[src/aic_defines.svh]
// Offsets, field positions, reset values and masks for the cause block.
// Assumes a 32-bit classic Wishbone slave port with byte addresses.
`ifndef AIC_DEFINES_SVH
`define AIC_DEFINES_SVH

// ==========================================
// Register byte offsets
`define AIC_ADR_W 8
`define AIC_OFF_ERR 8'h00
`define AIC_OFF_EV 8'h04
`define AIC_OFF_ENV5 8'h08
`define AIC_OFF_ERR_EN 8'h0C
`define AIC_OFF_EV_EN 8'h10

// ==========================================
// Field positions
`define AIC_ENV5_CLR_MODE 24
`define AIC_ERR_INTERP 12

// ==========================================
// Defined bits and reset values
`define AIC_ERR_VALID 32'h0003_F7FF
`define AIC_EV_VALID 32'h000F_FF0F
`define AIC_ERR_STOPS 32'h0000_F7FF
`define AIC_ENV5_RST 32'h0000_0000
`define AIC_EN_RST 32'hFFFF_FFFF

// ==========================================
// Operation codes of the interpolation modes
`define AIC_OP_L1A 8'h60
`define AIC_OP_L1B 8'h61
`define AIC_OP_L1C 8'h68
`define AIC_OP_L1D 8'h69
`define AIC_OP_L2A 8'h62
`define AIC_OP_L2B 8'h63
`define AIC_OP_L2C 8'h6A
`define AIC_OP_L2D 8'h6B
`define AIC_OP_C0 8'h64
`define AIC_OP_C1 8'h65
`define AIC_OP_CS0 8'h66
`define AIC_OP_CS1 8'h67
`define AIC_OP_C2 8'h6C
`define AIC_OP_C3 8'h6D

`endif

[src/aic_pkg.sv]
// Types shared by the cause block.
// Assumes nothing of its surroundings.
package aic_pkg;

  // ==========================================
  // Interpolation mode class of an operation code
  typedef enum logic [1:0] {
    AIC_OPC_NONE = 2'h0,
    AIC_OPC_LIN1 = 2'h1,
    AIC_OPC_LIN2 = 2'h3,
    AIC_OPC_CIRC = 2'h2
  } aic_op_class_t;

  // Register word
  typedef logic [31:0] aic_word_t;

endpackage

[src/aic_cause_regs.sv]
// Per-axis error and event cause registers behind a Wishbone slave.
// Assumes the motion core gives one-cycle cause pulses on clk_i.
//
// What this block does
// - Error cause bit set on error; read only
// - Event cause bit set on event; read only
// - Clear mode 1: clear only by data write
// - Comparator 1-5 stops set error bits 0-4
// - End limits, alarm set error bits 5-7
// - Shared stop, emergency set error bits 8-9
// - Slow-down stop sets error bit 10
// - Interpolation data error sets error bit 12
// - Partner axis error stop sets bit 13
// - Pulser buffer overflow sets bit 14, stops
// - Position counter overrange sets bit 15, stops
// - Encoder/pulser input errors: bits 16-17, no stop
// - Linear 1 start on one axis: data error
// - Circular start on one axis: data error
// - Circular start with zero center: data error
// - Circular start on three/four axes: data error
// - Linear 2 start, zero step count: error
// - Fourth-axis synced circle failure: data error
// - Event bits 0-3: stop, next, pre-registers
// - Comparator 1-5 matches set event bits 8-12
// - Clear, latch, origin latch: event bits 13-15
// - Slow-down, pulsers, shared start: bits 16-19
`timescale 1ns/100ps
`include "aic_defines.svh"
`default_nettype none

module aic_cause_regs
  import aic_pkg::*;
(
  // Clock and reset
  input wire logic clk_i,
  input wire logic rst_i,
  // Wishbone slave
  input wire logic wb_cyc_i,
  input wire logic wb_stb_i,
  input wire logic wb_we_i,
  input wire logic [`AIC_ADR_W-1:0] wb_adr_i,
  input wire logic [3:0] wb_sel_i,
  input wire logic [31:0] wb_dat_i,
  output logic [31:0] wb_dat_o,
  output logic wb_ack_o,
  // Error stop causes, one-cycle pulses
  input wire logic [4:0] err_cmp_stop_i,
  input wire logic err_pos_limit_i,
  input wire logic err_neg_limit_i,
  input wire logic err_alarm_i,
  input wire logic err_shared_stop_i,
  input wire logic err_emergency_i,
  input wire logic err_slowdown_stop_i,
  input wire logic err_partner_axis_stop_i,
  input wire logic err_pulser_overflow_i,
  input wire logic err_position_range_i,
  input wire logic err_encoder_input_i,
  input wire logic err_pulser_input_i,
  // Event causes, one-cycle pulses
  input wire logic ev_auto_stop_i,
  input wire logic ev_next_start_i,
  input wire logic ev_second_prereg_free_i,
  input wire logic ev_cmp5_prereg_free_i,
  input wire logic [4:0] ev_cmp_match_i,
  input wire logic ev_counter_cleared_i,
  input wire logic ev_counter_latched_i,
  input wire logic ev_origin_latched_i,
  input wire logic ev_slowdown_on_i,
  input wire logic ev_pos_pulser_change_i,
  input wire logic ev_neg_pulser_change_i,
  input wire logic ev_shared_start_i,
  // Interpolation start check
  input wire logic start_i,
  input wire logic [3:0] start_axes_i,
  input wire logic [7:0] operation_code_i,
  input wire logic circle_center_zero_i,
  input wire logic [31:0] interp_step_count_i,
  input wire logic fourth_axis_fail_i,
  // Results
  output logic irq_o,
  output logic stop_request_o,
  output logic cause_clear_mode_o
);

  // ==========================================
  // Operation code classification
  function automatic aic_op_class_t op_class(input logic [7:0] op);
    unique case (op)
      `AIC_OP_L1A, `AIC_OP_L1B, `AIC_OP_L1C, `AIC_OP_L1D: op_class = AIC_OPC_LIN1;
      `AIC_OP_L2A, `AIC_OP_L2B, `AIC_OP_L2C, `AIC_OP_L2D: op_class = AIC_OPC_LIN2;
      `AIC_OP_C0, `AIC_OP_C1, `AIC_OP_CS0, `AIC_OP_CS1,
      `AIC_OP_C2, `AIC_OP_C3: op_class = AIC_OPC_CIRC;
      default: op_class = AIC_OPC_NONE;
    endcase
  endfunction

  // ==========================================
  // Bus decode
  logic req; // Request not yet answered
  logic rd_err; // Read of error cause
  logic rd_ev; // Read of event cause
  logic wr_err; // Write to error cause
  logic [2:0] axes_n; // Number of started axes
  aic_op_class_t cls; // Class of the start code
  logic op_sync; // Circle synced to fourth axis
  logic interp_err; // Data error this cycle
  aic_word_t err_set; // Error causes this cycle
  aic_word_t ev_set; // Event causes this cycle

  assign req = wb_cyc_i & wb_stb_i & ~wb_ack_o;
  assign rd_err = req & ~wb_we_i & (wb_adr_i == `AIC_OFF_ERR);
  assign rd_ev = req & ~wb_we_i & (wb_adr_i == `AIC_OFF_EV);
  assign wr_err = req & wb_we_i & (wb_adr_i == `AIC_OFF_ERR);
  assign axes_n = 3'(start_axes_i[0]) + 3'(start_axes_i[1])
                + 3'(start_axes_i[2]) + 3'(start_axes_i[3]);
  assign cls = op_class(operation_code_i);
  assign op_sync = (operation_code_i == `AIC_OP_CS0) | (operation_code_i == `AIC_OP_CS1);

  // ==========================================
  // Interpolation tracking state
  logic sync_q; // Synced circle in progress
  logic sync_d;

  // Synced circle flag follows each start
  always_comb begin
    sync_d = sync_q;
    if (start_i) begin
      sync_d = op_sync;
    end
  end

  // Register the synced circle flag
  always_ff @(posedge clk_i) begin
    if (rst_i) begin
      sync_q <= 1'b0;
    end else begin
      sync_q <= sync_d;
    end
  end

  // Data error detection on start and during a synced circle
  always_comb begin
    interp_err = 1'b0;
    if (start_i) begin
      if ((cls == AIC_OPC_LIN1) && (axes_n == 3'h1)) begin
        interp_err = 1'b1;
      end
      if (cls == AIC_OPC_CIRC) begin
        if (axes_n == 3'h1) begin
          interp_err = 1'b1;
        end
        if (circle_center_zero_i) begin
          interp_err = 1'b1;
        end
        if (axes_n >= 3'h3) begin
          interp_err = 1'b1;
        end
      end
      if ((cls == AIC_OPC_LIN2) && (interp_step_count_i == 32'h0000_0000)) begin
        interp_err = 1'b1;
      end
    end
    if (fourth_axis_fail_i && (sync_q || (start_i && op_sync))) begin
      interp_err = 1'b1;
    end
  end

  // ==========================================
  // Cause vectors, undefined bits held at zero
  assign err_set = {14'h0000, err_pulser_input_i, err_encoder_input_i,
                    err_position_range_i, err_pulser_overflow_i,
                    err_partner_axis_stop_i, interp_err, 1'b0,
                    err_slowdown_stop_i, err_emergency_i, err_shared_stop_i,
                    err_alarm_i, err_neg_limit_i, err_pos_limit_i,
                    err_cmp_stop_i};
  assign ev_set = {12'h000, ev_shared_start_i, ev_neg_pulser_change_i,
                   ev_pos_pulser_change_i, ev_slowdown_on_i,
                   ev_origin_latched_i, ev_counter_latched_i,
                   ev_counter_cleared_i, ev_cmp_match_i, 4'h0,
                   ev_cmp5_prereg_free_i, ev_second_prereg_free_i,
                   ev_next_start_i, ev_auto_stop_i};

  // ==========================================
  // Control registers
  aic_word_t env5_q; // Environment five
  aic_word_t env5_d;
  aic_word_t err_en_q; // Error enable mask
  aic_word_t err_en_d;
  aic_word_t ev_en_q; // Event enable mask
  aic_word_t ev_en_d;

  // Byte-lane writes to control registers
  always_comb begin
    env5_d = env5_q;
    err_en_d = err_en_q;
    ev_en_d = ev_en_q;
    if (req && wb_we_i) begin
      for (int b = 0; b < 4; b++) begin
        if (wb_sel_i[b]) begin
          unique case (wb_adr_i)
            `AIC_OFF_ENV5: env5_d[8*b +: 8] = wb_dat_i[8*b +: 8];
            `AIC_OFF_ERR_EN: err_en_d[8*b +: 8] = wb_dat_i[8*b +: 8];
            `AIC_OFF_EV_EN: ev_en_d[8*b +: 8] = wb_dat_i[8*b +: 8];
            default: ; // Other offsets leave control alone
          endcase
        end
      end
    end
  end

  // Register control state
  always_ff @(posedge clk_i) begin
    if (rst_i) begin
      env5_q <= `AIC_ENV5_RST;
      err_en_q <= `AIC_ERR_VALID; // Every defined cause enabled
      ev_en_q <= `AIC_EV_VALID; // Every defined cause enabled
    end else begin
      env5_q <= env5_d;
      err_en_q <= err_en_d & `AIC_ERR_VALID;
      ev_en_q <= ev_en_d & `AIC_EV_VALID;
    end
  end

  logic clr_mode; // Write-to-clear mode
  assign clr_mode = env5_q[`AIC_ENV5_CLR_MODE];
  assign cause_clear_mode_o = clr_mode;

  // ==========================================
  // Cause registers
  aic_word_t err_q; // Error stop cause
  aic_word_t err_d;
  aic_word_t ev_q; // Event cause
  aic_word_t ev_d;
  logic clr_err; // Clear error cause now
  logic clr_ev; // Clear event cause now

  // Clear source chosen by the mode bit
  always_comb begin
    if (clr_mode) begin
      clr_err = wr_err;
      clr_ev = wr_err;
    end else begin
      clr_err = rd_err;
      clr_ev = rd_ev;
    end
  end

  // Sticky bits: a new cause wins over a clear
  generate
    for (genvar i = 0; i < 32; i++) begin : g_bit
      always_comb begin
        err_d[i] = err_set[i] | (err_q[i] & ~clr_err);
        ev_d[i] = ev_set[i] | (ev_q[i] & ~clr_ev);
      end
    end
  endgenerate

  // Register causes, dropping undefined bits
  always_ff @(posedge clk_i) begin
    if (rst_i) begin
      err_q <= 32'h0000_0000;
      ev_q <= 32'h0000_0000;
    end else begin
      err_q <= err_d & `AIC_ERR_VALID;
      ev_q <= ev_d & `AIC_EV_VALID;
    end
  end

  // ==========================================
  // Interrupt request and stop request
  logic irq_d;
  logic stop_d;

  // Request from enabled causes and stopping errors
  always_comb begin
    irq_d = |((err_d & `AIC_ERR_VALID & err_en_d) | (ev_d & `AIC_EV_VALID & ev_en_d));
    stop_d = |(err_set & `AIC_ERR_STOPS);
  end

  // Register the request outputs
  always_ff @(posedge clk_i) begin
    if (rst_i) begin
      irq_o <= 1'b0;
      stop_request_o <= 1'b0;
    end else begin
      irq_o <= irq_d;
      stop_request_o <= stop_d;
    end
  end

  // ==========================================
  // Wishbone answer
  logic ack_d;
  aic_word_t dat_d;

  // Answer every request one cycle later
  always_comb begin
    ack_d = req;
    dat_d = 32'h0000_0000;
    if (req && !wb_we_i) begin
      unique case (wb_adr_i)
        `AIC_OFF_ERR: dat_d = err_q;
        `AIC_OFF_EV: dat_d = ev_q;
        `AIC_OFF_ENV5: dat_d = env5_q;
        `AIC_OFF_ERR_EN: dat_d = err_en_q;
        `AIC_OFF_EV_EN: dat_d = ev_en_q;
        default: dat_d = 32'h0000_0000; // Unmapped reads zero
      endcase
    end
  end

  // Register ack and read data
  always_ff @(posedge clk_i) begin
    if (rst_i) begin
      wb_ack_o <= 1'b0;
      wb_dat_o <= 32'h0000_0000;
    end else begin
      wb_ack_o <= ack_d;
      wb_dat_o <= dat_d;
    end
  end
endmodule

`default_nettype wire

[config.mk]
export PLATFORM = sky130hd
export DESIGN_NAME = aic_cause_regs
export DESIGN_NICKNAME = d
export VERILOG_FILES = /design/src/aic_pkg.sv /design/src/aic_cause_regs.sv
export VERILOG_INCLUDE_DIRS = /design/src
export SDC_FILE = /design/constraint.sdc
export NUM_CORES = 1
export LEC_CHECK = 0
export ABC_AREA = 1
export BUFFER_PORTS_ARGS = -buffer_cell sky130_fd_sc_hd__buf_4
export CAP_MARGIN = 20
export CORE_UTILIZATION = 40
export DETAILED_ROUTE_END_ITERATION = 8
export GPL_TIMING_DRIVEN = 0
export SETUP_SLACK_MARGIN = 0.3
export SKIP_CTS_REPAIR_TIMING = 1
export SLEW_MARGIN = 10
export SYNTH_ARGS = -nofsm -noshare
export SYNTH_HDL_FRONTEND = slang
export SYNTH_SLANG_ARGS = --single-unit
[constraint.sdc]
create_clock -name clk_i -period 3.26 [get_ports clk_i]
set_clock_uncertainty 0.2 [all_clocks]
set_input_delay 0.489 -clock clk_i [delete_from_list [all_inputs] [get_ports clk_i]]
set_output_delay 0.489 -clock clk_i [all_outputs]
set_load 0.1 [all_outputs]
# After elaboration in Yosys (flattened, before gate mapping)
# Cells that the tools add are included.
[totals]
in_bits = 128
reg_bits = 196
elab_cells = 175
output_inout_bits = 36
[classes]
eq_ne = 22
n_addsub = 3
n_mux = 30
bitwise = 82
reduce_logical = 20
order_cmp = 1
[op_table]
columns = ["cell", "n"]
rows = [
  ["32-bit one-hot mux with 5 select lines", 1],
  ["8-bit two-way mux", 16],
  ["8-bit by 7-bit == test with 1-bit output (second input constant)", 14],
  ["32-bit two-way mux", 2],
  ["1-bit AND", 40],
  ["1-bit OR", 34],
  ["18-bit by 32-bit AND with 32-bit output", 1],
  ["20-bit by 32-bit AND with 32-bit output", 1],
  ["32-bit logical NOT", 1],
  ["32-bit OR", 1],
  ["32-bit OR reduction", 1],
  ["8-bit by 4-bit == test with 1-bit output (second input constant)", 2],
  ["15-bit OR reduction", 1],
  ["3-bit AND reduction", 4],
  ["1-bit two-way mux", 10],
  ["8-bit by 3-bit == test with 1-bit output (second input constant)", 1],
  ["8-bit by 5-bit == test with 1-bit output (second input constant)", 1],
  ["8-bit logical NOT", 1],
  ["4-bit OR reduction", 2],
  ["1-bit logical AND", 6],
  ["2-bit one-hot mux with 3 select lines", 1],
  ["6-bit OR reduction", 1],
  ["1-bit NOT", 5],
  ["2-bit == test (second input constant)", 2],
  ["other kinds (9)", 9],
]

# Longest topological paths before layout
[depth]
depth_word = 17
mapped_depth = 16
ltp_nobuf = 15

# Least setup slack after synthesis
# OpenSTA, ideal clock, no wires.
[synth_path]
path_kind = "in2reg"
from = "in start_axes_i[0]"
to = "reg irq_o"
n_path_buf = 0
cell_stages = 15
slack_ns = 0.774
setup_time_ns = 0.110
required_ns = 2.950
t_arrival_ns = 2.176
path_cell_list = "fa_1 -> ha_1 -> ha_1 -> nor2_1 -> nand3b_1 -> o21ai_0 -> o21bai_1 -> nand2_1 -> nand3_1 -> nand2_1 -> inv_2 -> nor2_1 -> nand3_1 -> nand2_1 -> inv_1"
[synth_via]
elab_chain_len = 17
elab_cells_between_ends = 18
cone_classes = "add/sub: 3; order compare: 1; eq/ne: 1; mux: 8; bitwise: 3; reduce/logical: 2"
[synth_lines]
columns = ["item", "line_no", "text"]
rows = [
  ["start, declared", "aic_cause_regs.sv:74", "input wire logic [3:0] start_axes_i,"],
  ["1-bit by 1-bit adder with 2-bit output (*)", "aic_cause_regs.sv:114", "assign axes_n = 3'(start_axes_i[0]) + 3'(start_axes_i[1])"],
  ["2-bit by 1-bit adder with 3-bit output (*)", "aic_cause_regs.sv:115", "+ 3'(start_axes_i[2]) + 3'(start_axes_i[3]);"],
  ["3-bit by 1-bit adder with 3-bit output (*)", "aic_cause_regs.sv:115", ""],
  ["3-bit by 1-bit == test with 1-bit output", "aic_cause_regs.sv:145, aic_cause_regs.sv:149", ""],
  ["1-bit logical AND", "aic_cause_regs.sv:145", "if ((cls == AIC_OPC_LIN1) && (axes_n == 3'h1)) begin"],
  ["1-bit two-way mux", "aic_cause_regs.sv:145", ""],
  ["1-bit two-way mux", "aic_cause_regs.sv:149", "if (axes_n == 3'h1) begin"],
  ["1-bit two-way mux", "aic_cause_regs.sv:152", "if (circle_center_zero_i) begin"],
  ["1-bit two-way mux", "aic_cause_regs.sv:155", "if (axes_n >= 3'h3) begin"],
  ["1-bit two-way mux (*)", "aic_cause_regs.sv:148", "if (cls == AIC_OPC_CIRC) begin"],
  ["1-bit two-way mux (*)", "aic_cause_regs.sv:159", "if ((cls == AIC_OPC_LIN2) && (interp_step_count_i == 32'h0000_0000)) begin"],
  ["1-bit two-way mux (*)", "aic_cause_regs.sv:144", "if (start_i) begin"],
  ["1-bit two-way mux (*)", "aic_cause_regs.sv:163", "if (fourth_axis_fail_i && (sync_q || (start_i && op_sync))) begin"],
  ["1-bit OR (*)", "aic_cause_regs.sv:252", "err_d[i] = err_set[i] | (err_q[i] & ~clr_err);"],
  ["18-bit by 32-bit AND with 32-bit output (*)", "aic_cause_regs.sv:276", "irq_d = |((err_d & `AIC_ERR_VALID & err_en_d) | (ev_d & `AIC_EV_VALID & ev_en_d));"],
  ["32-bit OR (*)", "aic_cause_regs.sv:276", ""],
  ["32-bit OR reduction (*)", "aic_cause_regs.sv:276", ""],
  ["end signal, assigned", "aic_cause_regs.sv:286", "irq_o <= irq_d;"],
  ["end, declared", "aic_cause_regs.sv:80", "output logic irq_o,"],
]
# Every way passes the cells marked *; elsewhere a longest branch is shown, timed or not.
# A chain may end at the register's enable or synchronous reset.

# Worst setup path after layout
# Same ends and word-level chain as after synthesis.

==> qor.txt <==
Number of synthesis warnings = 0
Vias per inst = 4.911
Crit path DAT = 2.63 ns
Routed WL = 18.28 mm
Startpoint types = input port
Leakage = 3.958 nW
Post-synth cell types = 38
Setup crit end kind = flip-flop
Area leader, netlist = dfxtp_1
Slew Limit Fails = 0
Commonest cells in the netlist = nand2_1 (221), dfxtp_1 (134), inv_1 (87), nor2_1 (86), a21oi_1 (56)
CTS Buffer Depth = 2
Row cnt = 44
Cells after DPL = 1,162
Power per cell area = 496.2 nW/um2
P&R area growth vs syn = 34.53%
Total clock sinks = 134
Worst Hold Class = in2reg
Chip Width = 123.7 um
Crit path buffers/inverters = 3
Worst-path clk slew = 0.06 ns
Core area = 14,480 um2
Vias in the first global route = 5,296
N_diodes = 0
Average size of a mapped cell = 7.256 um2
Top_reg_cell synth = dfxtp_1
Fin cells = 1,194
Clock Tree Root = clkbuf_16
F_max = 0.3991 GHz
Most frequent CP cell = nand2_1
Placed cell areas = 7367 um2
Largest stage delay on the critical path = 0.47 ns
Async SR Flop Fraction = 0%
Syn nets = 947
TritonRoute pass-1 iters = 5
#FFs+latches synth = 134
Num CTS Buffers = 17
Setup_tns = 0 ns
CP max FO = 2
Starting Density = 40.89%
Setup-failing EPs final = 0
Crit-path cells = buf_4 -> fa_1 -> ha_1 -> ha_1 -> nor3_1 -> o21ai_0 -> o21bai_1 -> nand2_1 -> nand3_1 -> nand2_1 -> inv_2 -> nor2_1 -> nand3_1 -> nand2_1 -> inv_1
Top Ports = 164
Overall Global Routing Usage = 24.86%
Top delay family on crit path = adder cells
DR iter-0 viols = 420
Synth top area cells = dfxtp_1 (45%), nand2_1 (14%), inv_1 (5.5%)
# fillers = 1,445
Number of remaining DRC errors = 0
Maximum vdd drop = 0.0003959 V
Sequential area share after synthesis = 45.31%
Cells after Synth = 816
ANT nets after route = 0
Post-synth EDFFs = 0
Yosys top cell area share = 45.31%
Setup repair after global routing missed its margin = false
DP HPWL = 13.53 mm
First-pass GRT wire length = 27.92 mm
Worst-Margin Slew = 0.7793 ns
Clk Latency, worst-skew pair = 0.43 ns
Antenna violations before repair = 0
Slew headroom = 48.04%
Die H = 123.7 um
Fraction of layout cells with a size suffix above 1 = 25.74%
Final Hold Slack = 0.05096 ns
Worst EP required = 3.38 ns
Port Buffers = 162
Drt wl/cell = 15.31 um
Gr ovfl total = 0
Critical path class = in2reg
R2r setup slk = 0.96 ns
GP Congestion = 0.8282
Status = finished, final reports clean
Total power = 0.003953 W
Mapped cell area = 5921 um2
Critical path's slowest cell = fa_1
Final instance area = 7965 um2
Max-cap violations = 0
Largest net degree at the start of global routing = 17
Fin crit share = 76.86%
Die area = 15,290 um2
Tmin final = 2.506 ns
TritonCTS clock tree = yes
Vias after detailed routing = 5,864
# H-tree levels = 4
Number of hold violations in the final report = 0
Most common cell in the netlist = nand2_1
Nets = 1,128
==> area by class of cell <==
| type | count | area, um2 | share of cell area [%] |
|---|---|---|---|
| Inverter | 94 | 352.8 | 4.430 |
| Sequential cell | 134 | 2683 | 33.68 |
| Buffer | 29 | 160.2 | 2.011 |
| Tap cell | 184 | 230.2 | 2.890 |
| Clock inverter | 13 | 145.1 | 1.822 |
| Timing Repair Buffer | 162 | 1216 | 15.27 |
| Clock buffer | 19 | 452.9 | 5.686 |
| Multi-Input combinational cell | 559 | 2725 | 34.21 |
==> kinds of logic after synthesis <==
logic type	count (synthesis)	synth area share (%)
adders and majority gates	3	0.7607
buffers and inverters	123	8.664
AOI/OAI and AO/OA	147	14.03
and+or+nand+nor	409	31.23
DFF	134	45.31
==> metrics by stage <==
step / util [%] / worst slack, ns
after floorplan: - / 0.7744
after global placement: 50.88 / 0.3373
after detailed placement: 50.88 / 0.2844
after CTS: 55.01 / 0.7424
after global routing: 55.01 / 0.5939
final: 55.01 / 0.7543
==> per-layer routing <==
layer  wire (um)  GRT usage [%]  part of all wire [%]  vias to the layer above
li1            -              -                     -                     2975
met1        8378          32.68                    46                     2675
met2        8403          40.14                    46                      196
met3        1271          5.403                   7.0                       18
met4         225          8.434                   1.2                        0
met5           0              0                     0                        -
==> flip-flops by register name, indices dropped and copies added (netlist names) <==
register	flops
stop_request_o	1
irq_o	1
err_en_q	17
env5_q	32
err_q	17
ev_en_q	16
ev_q	16
wb_ack_o	1
wb_dat_o	32
sync_q	1
==> report_power, final <==
group	internal, W	switching [W]	leakage, nW
clock	0.00117	0.000769	0.287
sequential	0.00167	0.0000150	1.09
combinational	0.000154	0.000171	2.58
==> path summary, 6_finish.rpt <==
kind | startpoint | endpoint | cells past startpoint
setup / recovery | start_axes_i[0] | irq_o | 15
hold / removal | rst_i | wb_ack_o | 2
setup reg to reg | wb_ack_o | irq_o | 15
hold reg to reg | env5_q[28] | wb_dat_o[28] | 2
==> layout by cell type (no fill, tap or decap), types with 5 or more instances in the layout <==
cell / count
o21ai_0: 50
clkbuf_16: 17
buf_4: 163
o21ai_1: 15
nand2_2: 6
a22o_1: 9
inv_1: 87
nand2_1: 221
nand3_1: 42
a221oi_1: 13
a21oi_1: 56
clkbuf_1: 15
nor2_1: 86
or2_2: 22
buf_6: 5
dfxtp_1: 134
buf_2: 8
nand4_1: 5
Note: power is estimated with default switching activity, not from simulation.
